File: src/inc/motor_arbiter_pkg.sv
// Package for the motor command arbiter: register map, field layouts,
// reset values and shared types.
// Assumes a 32-bit Avalon-MM slave with word addressing in bytes.
package motor_arbiter_pkg;

	// ----------------------------------------------------------------
	// Register byte offsets
	// ----------------------------------------------------------------
	localparam logic [7:0] ctrl_offset        = 8'h00;  // Sources, direction, local/remote
	localparam logic [7:0] panel_cmd_offset   = 8'h04;  // Panel key commands
	localparam logic [7:0] serial_cmd_offset  = 8'h08;  // Serial master commands
	localparam logic [7:0] set_sel_offset     = 8'h0c;  // Set, motor, unit selection
	localparam logic [7:0] set_op_offset      = 8'h10;  // Copy / reset set operation
	localparam logic [7:0] param_addr_offset  = 8'h14;  // Parameter index within set
	localparam logic [7:0] param_data_offset  = 8'h18;  // Parameter data window
	localparam logic [7:0] global_offset      = 8'h1c;  // Global settings word
	localparam logic [7:0] timer_offset       = 8'h20;  // Shared timer count
	localparam logic [7:0] status_offset      = 8'h24;  // Block state (read only)
	localparam logic [7:0] motor_data_offset  = 8'h28;  // Motor data of selected motor

	// ----------------------------------------------------------------
	// Field positions
	// ----------------------------------------------------------------
	localparam int run_src_remote_lsb = 0;  // 2 bits
	localparam int run_src_local_lsb  = 2;  // 2 bits
	localparam int dir_allow_lsb      = 4;  // 2 bits
	localparam int local_mode_bit     = 6;
	localparam int set_src_lsb        = 8;  // 2 bits

	// ----------------------------------------------------------------
	// Reset values
	// ----------------------------------------------------------------
	localparam logic [31:0] ctrl_reset  = 32'h0000_0031;  // Remote=inputs, local=panel, both dirs
	localparam logic [31:0] param_reset = 32'h0000_0000;  // Default content of a parameter
	localparam logic [31:0] motor_reset = 32'h0000_0000;  // Default motor data
	localparam logic [31:0] unmapped_read = 32'h0000_0000;

	// ----------------------------------------------------------------
	// Types
	// ----------------------------------------------------------------
	typedef enum logic [1:0] { src_panel, src_inputs, src_serial, src_none } cmd_source_type;
	typedef enum logic [1:0] { dir_none, dir_fwd_only, dir_rev_only, dir_both } dir_allow_type;
	typedef enum { st_stopped, st_running, st_jogging, st_braking } motion_state_type;

	// One command word from any source
	typedef struct packed {
		logic stop;
		logic run_forward;
		logic run_reverse;
		logic jog_forward;
		logic jog_reverse;
	} motor_cmd_type;

	// Avalon-MM slave request group
	typedef struct packed {
		logic [7:0]  address;
		logic        read;
		logic        write;
		logic [3:0]  byteenable;
		logic [31:0] writedata;
	} avalon_req_type;

	// Avalon-MM slave answer group
	typedef struct packed {
		logic [31:0] readdata;
		logic        waitrequest;
	} avalon_rsp_type;

	// Motion outputs
	typedef struct packed {
		logic run;
		logic jog;
		logic forward_direction;
		logic reverse_direction;
		logic spin_brake;
	} motion_out_type;

endpackage

File: src/hdl/param_set_store.sv
// Parameter set memory: four sets of parameters behind one port,
// with a sequenced copy and reset walker.
// Assumes sys_clk at 25 MHz and operations started only when idle.
module param_set_store
	import motor_arbiter_pkg::*;
#(
	parameter int depth = 16
)(
	input  wire logic                     sys_clk,
	input  wire logic                     sys_rst,
	input  wire logic [1:0]               edit_set,
	input  wire logic [$clog2(depth)-1:0] edit_index,
	input  wire logic                     edit_write,
	input  wire logic [31:0]              edit_data,
	output logic      [31:0]              edit_q,
	input  wire logic                     op_start,
	input  wire logic                     op_copy,
	input  wire logic [1:0]               op_src,
	input  wire logic [1:0]               op_dst,
	input  wire logic [$clog2(depth)-1:0] op_extent,
	output logic                          op_busy
);
	localparam int iw = $clog2(depth);

	initial
	begin
		if (depth < 2 || depth > 256)
			$error("param_set_store: depth must be 2..256");
	end

	typedef struct packed {
		logic          busy;
		logic          copy;
		logic [1:0]    src;
		logic [1:0]    dst;
		logic [iw-1:0] idx;
		logic [iw-1:0] last;
		logic [31:0]   q;
	} store_state_type;

	store_state_type state_reg;
	store_state_type state_next;
	logic [31:0]     mem [4][depth];

	// ----------------------------------------------------------------
	// Walker sequencing
	// ----------------------------------------------------------------
	always_comb
	begin
		state_next   = state_reg;
		state_next.q = mem[edit_set][edit_index];
		if (!state_reg.busy && op_start)
		begin
			state_next.busy = 1'b1;
			state_next.copy = op_copy;
			state_next.src  = op_src;
			state_next.dst  = op_dst;
			state_next.idx  = '0;
			// Reset extent is selectable; copy always walks the whole set
			state_next.last = op_copy ? iw'(depth - 1) : op_extent;
		end
		else if (state_reg.busy)
		begin
			state_next.idx = state_reg.idx + 1'b1;
			if (state_reg.idx == state_reg.last)
				state_next.busy = 1'b0;
		end
	end

	always_ff @(posedge sys_clk or posedge sys_rst)
	begin
		if (sys_rst)
			state_reg <= '0;
		else
			state_reg <= state_next;
	end

	// Array write port; array kept out of reset so it maps to RAM
	always_ff @(posedge sys_clk)
	begin
		if (state_reg.busy)
			mem[state_reg.dst][state_reg.idx] <= state_reg.copy ?
				mem[state_reg.src][state_reg.idx] : param_reset;
		else if (edit_write)
			mem[edit_set][edit_index] <= edit_data;
	end

	assign edit_q  = state_reg.q;
	assign op_busy = state_reg.busy;
endmodule

File: src/hdl/motor_command_arbiter.sv
// Motor command arbiter: source selection, direction filter, priority
// resolution, parameter set and motor data selection, Avalon-MM registers.
// Assumes all inputs synchronous to sys_clk and a single 25 MHz clock.
// Overview of operation
// - Drop run commands against permitted direction
// - Jog ignored while running normally
// - Start during jog goes to full run
// - Priority: enable, stop, run, jog, spin-brake
// - Inactive enable blocks every start
// - Spin-brake only accepted while stopped
// - Commands from panel, inputs or serial
// - Local/remote toggles source, keeps run state
// - Set selection source is configurable
// - Two set-select inputs pick A to D
// - Set input change acts immediately
// - Set A active after reset, takes edits
// - Any set may activate during operation
// - Global settings held once, not per set
// - Timer count shared, survives set change
// - Copy set duplicates whole set
// - Reset set restores defaults, chosen extent
// - Four motor data sets, first default
// - Unit system change clears motor data
// - Panel memory copy/load only when stopped
// - Local status output high, remote low
//
// Added by the designer: the Avalon-MM slave port and the placing of the registers.
module motor_command_arbiter
	import motor_arbiter_pkg::*;
#(
	parameter int set_depth = 16
)(
	input  wire logic           sys_clk,
	input  wire logic           sys_rst,
	input  wire avalon_req_type avs_req,
	output avalon_rsp_type      avs_rsp,
	input  wire motor_cmd_type  input_cmd,
	input  wire logic           input_enable,
	input  wire logic           input_spin_brake,
	input  wire logic           input_loc_rem_toggle,
	input  wire logic [1:0]     set_select_in,
	input  wire logic           panel_mem_request,
	output motion_out_type      motion,
	output logic                local_status,
	output logic [1:0]          active_set,
	output logic [1:0]          active_motor,
	output logic                panel_mem_grant
);
	localparam int iw = $clog2(set_depth);

	initial
	begin
		if (set_depth < 2 || set_depth > 256)
			$error("motor_command_arbiter: set_depth must be 2..256");
	end

	// ----------------------------------------------------------------
	// State
	// ----------------------------------------------------------------
	typedef struct packed {
		motion_state_type mstate;
		logic             dir_fwd;
		logic [31:0]      ctrl;
		motor_cmd_type    panel_cmd;
		motor_cmd_type    serial_cmd;
		logic [1:0]       sw_set;
		logic [1:0]       motor_sel;
		logic             unit_us;
		logic [iw-1:0]    param_addr;
		logic [31:0]      global_word;
		logic [31:0]      timer_count;
		logic             toggle_prev;
		logic             mem_grant;
		logic             op_pulse;
		logic             op_copy;
		logic [1:0]       op_src;
		logic [1:0]       op_dst;
		logic [iw-1:0]    op_extent;
		logic             rd_pending;
		logic [31:0]      readdata;
		logic             ack;
	} arb_state_type;

	arb_state_type state_reg;
	arb_state_type state_next;
	logic [31:0]   motor_data [4];
	logic [31:0]   param_q;
	logic          op_busy;
	logic [1:0]    set_now;
	motor_cmd_type sel_cmd;
	cmd_source_type run_src;
	cmd_source_type set_src;
	dir_allow_type dir_allow;
	logic          run_f_ok;
	logic          run_r_ok;
	logic          jog_f_ok;
	logic          jog_r_ok;
	logic          acc;
	logic          wr_hit;
	logic          rd_hit;
	logic          motor_wr;

	// ----------------------------------------------------------------
	// Source selection and direction filter
	// ----------------------------------------------------------------
	always_comb
	begin
		// Local/remote only picks which configured source is live
		run_src = state_reg.ctrl[local_mode_bit] ?
			cmd_source_type'(state_reg.ctrl[run_src_local_lsb +: 2]) :
			cmd_source_type'(state_reg.ctrl[run_src_remote_lsb +: 2]);
		case (run_src)
			src_panel:  sel_cmd = state_reg.panel_cmd;
			src_inputs: sel_cmd = input_cmd;
			src_serial: sel_cmd = state_reg.serial_cmd;
			default:    sel_cmd = '0;
		endcase
		dir_allow = dir_allow_type'(state_reg.ctrl[dir_allow_lsb +: 2]);
		// Wrong-direction commands vanish with no flag at all
		run_f_ok = sel_cmd.run_forward && (dir_allow == dir_fwd_only || dir_allow == dir_both);
		run_r_ok = sel_cmd.run_reverse && (dir_allow == dir_rev_only || dir_allow == dir_both);
		jog_f_ok = sel_cmd.jog_forward && (dir_allow == dir_fwd_only || dir_allow == dir_both);
		jog_r_ok = sel_cmd.jog_reverse && (dir_allow == dir_rev_only || dir_allow == dir_both);
		set_src  = cmd_source_type'(state_reg.ctrl[set_src_lsb +: 2]);
		// Input selection is combinational so a pin change acts at once
		set_now  = (set_src == src_inputs) ? set_select_in : state_reg.sw_set;
	end

	// ----------------------------------------------------------------
	// Bus decode
	// ----------------------------------------------------------------
	assign acc      = (avs_req.read || avs_req.write) && !state_reg.ack;
	assign wr_hit   = acc && avs_req.write;
	assign rd_hit   = acc && avs_req.read;
	assign motor_wr = wr_hit && avs_req.address == motor_data_offset;

	// ----------------------------------------------------------------
	// Next state
	// ----------------------------------------------------------------
	always_comb
	begin
		state_next          = state_reg;
		state_next.op_pulse = 1'b0;
		state_next.ack      = 1'b0;
		state_next.timer_count = state_reg.timer_count + 32'h0000_0001;

		// Arbitration, evaluated every cycle; result held in mstate
		if (!input_enable)
			state_next.mstate = st_stopped;
		else if (sel_cmd.stop)
			state_next.mstate = st_stopped;
		else if (run_f_ok || run_r_ok)
		begin
			// Normal start overrides jog and goes to full speed
			state_next.mstate  = st_running;
			state_next.dir_fwd = run_f_ok;
		end
		else if ((jog_f_ok || jog_r_ok) && state_reg.mstate != st_running)
		begin
			state_next.mstate  = st_jogging;
			state_next.dir_fwd = jog_f_ok;
		end
		else if (state_reg.mstate == st_jogging)
			state_next.mstate = st_stopped;  // Jog lasts while held
		else if (input_spin_brake && state_reg.mstate == st_stopped)
			state_next.mstate = st_braking;
		else if (state_reg.mstate == st_braking && !input_spin_brake)
			state_next.mstate = st_stopped;

		// Toggle input flips local/remote on its rising edge only
		state_next.toggle_prev = input_loc_rem_toggle;
		if (input_loc_rem_toggle && !state_reg.toggle_prev)
			state_next.ctrl[local_mode_bit] = !state_reg.ctrl[local_mode_bit];

		// Panel memory transfer only granted from stop
		state_next.mem_grant = panel_mem_request && state_reg.mstate == st_stopped;

		// Bus writes
		if (wr_hit)
		begin
			state_next.ack = 1'b1;
			case (avs_req.address)
				ctrl_offset:       state_next.ctrl = avs_req.writedata;
				panel_cmd_offset:  state_next.panel_cmd = motor_cmd_type'(avs_req.writedata[4:0]);
				serial_cmd_offset: state_next.serial_cmd = motor_cmd_type'(avs_req.writedata[4:0]);
				set_sel_offset:
				begin
					state_next.sw_set    = avs_req.writedata[1:0];
					state_next.motor_sel = avs_req.writedata[5:4];
					state_next.unit_us   = avs_req.writedata[8];
				end
				set_op_offset:
				begin
					state_next.op_pulse  = !op_busy;
					state_next.op_copy   = avs_req.writedata[0];
					state_next.op_src    = avs_req.writedata[5:4];
					state_next.op_dst    = avs_req.writedata[9:8];
					state_next.op_extent = avs_req.writedata[16 +: iw];
				end
				param_addr_offset: state_next.param_addr = avs_req.writedata[iw-1:0];
				global_offset:     state_next.global_word = avs_req.writedata;
				timer_offset:      state_next.timer_count = avs_req.writedata;
				default:           state_next.ack = 1'b1;
			endcase
		end

		// Reads wait one cycle for the parameter memory
		if (rd_hit && !state_reg.rd_pending)
			state_next.rd_pending = 1'b1;
		if (state_reg.rd_pending)
		begin
			state_next.rd_pending = 1'b0;
			state_next.ack        = 1'b1;
			case (avs_req.address)
				ctrl_offset:       state_next.readdata = state_reg.ctrl;
				panel_cmd_offset:  state_next.readdata = {27'h000_0000, state_reg.panel_cmd};
				serial_cmd_offset: state_next.readdata = {27'h000_0000, state_reg.serial_cmd};
				set_sel_offset:    state_next.readdata = {23'h00_0000, state_reg.unit_us, 2'b00,
				                   state_reg.motor_sel, 2'b00, state_reg.sw_set};
				set_op_offset:     state_next.readdata = {31'h0000_0000, op_busy};
				param_addr_offset: state_next.readdata = 32'(state_reg.param_addr);
				param_data_offset: state_next.readdata = param_q;
				global_offset:     state_next.readdata = state_reg.global_word;
				timer_offset:      state_next.readdata = state_reg.timer_count;
				status_offset:     state_next.readdata = {23'h00_0000, state_reg.mem_grant,
				                   set_now, state_reg.ctrl[local_mode_bit], motion};
				motor_data_offset: state_next.readdata = motor_data[state_reg.motor_sel];
				default:           state_next.readdata = unmapped_read;
			endcase
		end
	end

	// ----------------------------------------------------------------
	// Registers
	// ----------------------------------------------------------------
	always_ff @(posedge sys_clk or posedge sys_rst)
	begin
		if (sys_rst)
		begin
			state_reg           <= '0;
			state_reg.mstate    <= st_stopped;
			state_reg.ctrl      <= ctrl_reset;
			state_reg.sw_set    <= 2'b00;
			state_reg.motor_sel <= 2'b00;
		end
		else
			state_reg <= state_next;
	end

	// Motor data held once, outside the sets; unit change clears all
	always_ff @(posedge sys_clk or posedge sys_rst)
	begin
		if (sys_rst)
			motor_data <= '{default: motor_reset};
		else if (wr_hit && avs_req.address == set_sel_offset && avs_req.writedata[8] != state_reg.unit_us)
			motor_data <= '{default: motor_reset};
		else if (motor_wr)
			motor_data[state_reg.motor_sel] <= avs_req.writedata;
	end

	// ----------------------------------------------------------------
	// Parameter sets; edits go to the active set
	// ----------------------------------------------------------------
	param_set_store #(
		.depth (set_depth)
	) u_store (
		.sys_clk    (sys_clk),
		.sys_rst    (sys_rst),
		.edit_set   (set_now),
		.edit_index (state_reg.param_addr),
		.edit_write (wr_hit && avs_req.address == param_data_offset && !op_busy),
		.edit_data  (avs_req.writedata),
		.edit_q     (param_q),
		.op_start   (state_reg.op_pulse),
		.op_copy    (state_reg.op_copy),
		.op_src     (state_reg.op_src),
		.op_dst     (state_reg.op_dst),
		.op_extent  (state_reg.op_extent),
		.op_busy    (op_busy)
	);

	// ----------------------------------------------------------------
	// Outputs
	// ----------------------------------------------------------------
	always_comb
	begin
		motion.run               = state_reg.mstate == st_running;
		motion.jog               = state_reg.mstate == st_jogging;
		motion.spin_brake        = state_reg.mstate == st_braking;
		motion.forward_direction = (motion.run || motion.jog) && state_reg.dir_fwd;
		motion.reverse_direction = (motion.run || motion.jog) && !state_reg.dir_fwd;
	end

	assign local_status        = state_reg.ctrl[local_mode_bit];
	assign active_set          = set_now;
	assign active_motor        = state_reg.motor_sel;
	assign panel_mem_grant     = state_reg.mem_grant;
	assign avs_rsp.readdata    = state_reg.readdata;
	assign avs_rsp.waitrequest = !state_reg.ack;
endmodule

File: config.mk
export PLATFORM = sky130hd
export DESIGN_NAME = motor_command_arbiter
export DESIGN_NICKNAME = d
export VERILOG_FILES = /design/src/inc/motor_arbiter_pkg.sv /design/src/hdl/param_set_store.sv /design/src/hdl/motor_command_arbiter.sv
export SDC_FILE = /design/constraint.sdc
export NUM_CORES = 2
export LEC_CHECK = 0
export BUFFER_PORTS_ARGS = -buffer_cell sky130_fd_sc_hd__buf_2
export CAP_MARGIN = 10
export CORE_ASPECT_RATIO = 1.4
export CORE_MARGIN = 2
export CORE_UTILIZATION = 40
export DETAILED_ROUTE_END_ITERATION = 10
export PLACE_DENSITY_LB_ADDON = 0.15
export SYNTH_ARGS = -nofsm -noshare
export SYNTH_HDL_FRONTEND = slang
export SYNTH_HIERARCHICAL = 1
export SYNTH_SLANG_ARGS = --single-unit
File: constraint.sdc
create_clock -name sys_clk -period 26.4 [get_ports sys_clk]
set_input_delay 1.32 -clock sys_clk [delete_from_list [all_inputs] [get_ports sys_clk]]
set_output_delay 1.32 -clock sys_clk [all_outputs]
set_load 0.005 [all_outputs]
==> metrics <==
ys flop type edfxtp_1; Place WS 19.29 ns; vias post-DR roughly 67000; synth cell count leaders edfxtp_1 (2048), mux4_2 (1030), nand2_1 (526); H-tree levels 4; Post-Synth Adder-Cell Area 0.102%; total congestion overflow 0; aggregate routed wire length 412000 µm; Core ar. 275000 µm²; max-slew violations 0; die area 281000 µm²; Yosys top cell by area edfxtp_1; DRT antenna net count 0; Critical Path Start Type input pin; 1st-iter DRT viols about 8700; post-layout util 44.8%; synth top area cells edfxtp_1 (56%), mux4_2 (21%), dfrtp_1 (7.6%); share of cells above drive strength 1 29.7%; IO Count 103; HP Class flip-flop to flip-flop; number of synthesized register bits between 2000 and 2500; Final WS setup 19.91 ns; Setup TNS Final 0 ns; Fmax achieved 0.154 GHz; compound-cell area share of the yosys netlist about 5.3%; most frequent cell after synthesis edfxtp_1; first-pass GRT wire length 561000 µm; Setup CP Type input pin to flip-flop; Worst Clk Skew 0.0628 ns; hpwl dp 245000 µm; Max-slew headroom 13.9%; DIE HEIGHT 626 µm; Clock Tree Root clkbuf_16; CTS tree built; Worst EP arrival 7.01 ns; multiplexer share of the synthesized area 23.7%; routed length per instance 40.3 µm; leakage 43.6 nW; final setup violation count 0; Area Growth Syn to Fin 11.5%; port bufs 98; synth unique cells 82; Residual DRC 0; Max VDD drop 56.5 µV; syn_area_per_cell 17.4 µm²; WP data required 26.92 ns; number of vias per cell 6.57; Syn. warnings 6; Hold Startpoint state_reg[0]; simple-gate share of the synthesized area 4.60%; GRT Total Usage 29.2%; sequential fraction of the synthesis area 63.3%; Critical path origin avs_req[41]; Netlist Area Pre-Place approximately 110000 µm²; fin crit share about a quarter; post-layout minimum cycle time 6.49 ns; Post-synth EDFFs 2048; worst-margin pin slew 1.29 ns; CTS buffer count 235; Filler cells between 20000 and 25000; drt pass-1 iters 7; outcome complete, no violations; syn nets 6423; Initial Util 40.2%; Final Hold Fails 0; post-CTS sizing 0; num rows approximately 230; crit end category flip-flop; share of synthesized registers carrying an async set or reset 14.2%; number of antenna violations at the first check in global routing 35; critical path peak fanout 28; largest family of logic cells by synthesized area multiplexers; hold_buf cts 0; Die Wd 448 µm; RR Startpoint u_store/state_reg[42]; Worst-Skew Late Latency 0.92 ns; clk slew on worst S/H paths about 0.070 ns; vias in the first global route around 68000; largest net degree at the start of global routing 126; RSZ-0062 raised after global routing false; Mapped Cells around 6400; total clock sinks 2386; Nets 6423; post-CTS setup buffer count 0; share of the synthesized area in the top cell type 55.6%; Max Root-Sink Buffers 4; P per Cell Area 66.0 nW/µm²; max FFs per register just over 2000; max cap viols 0; Post-Synth XOR/XNOR Area less than 1%; GP Congestion about 0.86
-- layer usage --
layer | wire (µm) | track usage [%]
met1 | 145000 | 35.8
met2 | 202000 | 48.5
met3 | 36800 | 4.95
met4 | 28800 | 17.1
met5 | 15 | 0
-- through the flow --
stage                     total power, mW  hold WS, ns  instance area (µm²)  instances
after detailed placement             4.86        0.470               115000       9779
after global routing                 8.32        0.504               123000      10231
after global placement               4.86        0.465               115000       9779
final                                8.14        0.478               123000      10240
after floorplan                      4.52        0.444               111000       6355
after CTS                            8.16        0.480               123000      10209
-- worst max-delay path, cell delays in order --
cell and delay (ns):
buf_2 0.47, nor4b_2 0.30, buf_4 0.33, and2_1 0.17, buf_4 0.36, nor3b_1 0.65
nor2b_4 0.27, buf_4 0.48, buf_4 0.77, nor3b_1 0.17, a31oi_4 0.18, buf_4 0.46
nor2_4 0.36, buf_4 0.49
-- power breakdown --
group	leakage, nW	total, mW	switching (mW)	internal, mW
clock network	3.63	3.34	1.48	1.86
logic	12.0	0.673	0.504	0.169
registers	28.0	4.13	0.0544	4.07
-- final timing paths --
kind                                       endpoint  slack, ns  depth (start not counted)
worst max-delay path            u_store/mem[1][445]      19.91                         14
worst max register to register  u_store/mem[2][511]      20.32                          9
min in group asynchronous               avs_rsp[20]       0.53                          2
worst min register to register        state_reg[33]       0.48                          1
worst min-delay path                  state_reg[33]       0.48                          1
max in group asynchronous            state_reg[147]      22.83                          5
-- cells in the final DEF (no fill, tap or decap), drive strengths merged, types with 73 or more instances in the layout --
master / count
a21oi: 110
o21ai: 253
mux2i: 173
a22oi: 123
mux4: 1030
nor2: 230
nand3: 93
edfxtp: 2048
dfrtp: 335
buf: 326
mux2: 115
o22ai: 119
nand2: 527
clkbuf: 311
clkinv: 98
nor2b: 73
-- logic make-up (layout without fill, tap and decap cells) --
| group | after synthesis | after routing |
|---|---|---|
| adder cells (fa/ha/maj) | 9 | 9 |
| AND/OR/NAND/NOR | 1098 | 1098 |
| multiplexers | 1318 | 1318 |
| AO/OA/AOI/OAI | 896 | 896 |
| XOR/XNOR | 36 | 36 |
| flip-flops | 2386 | 2386 |
| buffers and inverters | 612 | 805 |
| other | 0 | 12 |
-- layout make-up --
cell class / count / area [µm²] / area share [%]
sequential: 2386 / 70000 / 56.8
clock buffer: 311 / 6390 / 5.19
antenna: 12 / 30.0 / 0.0244
clock inverter: 119 / 990 / 0.803
timing repair buffer: 326 / 2590 / 2.10
tap: 3680 / 4600 / 3.73
inverter: 49 / 201 / 0.163
multi-input combinational: 3357 / 38500 / 31.2
(Power assumes the default switching activity.)
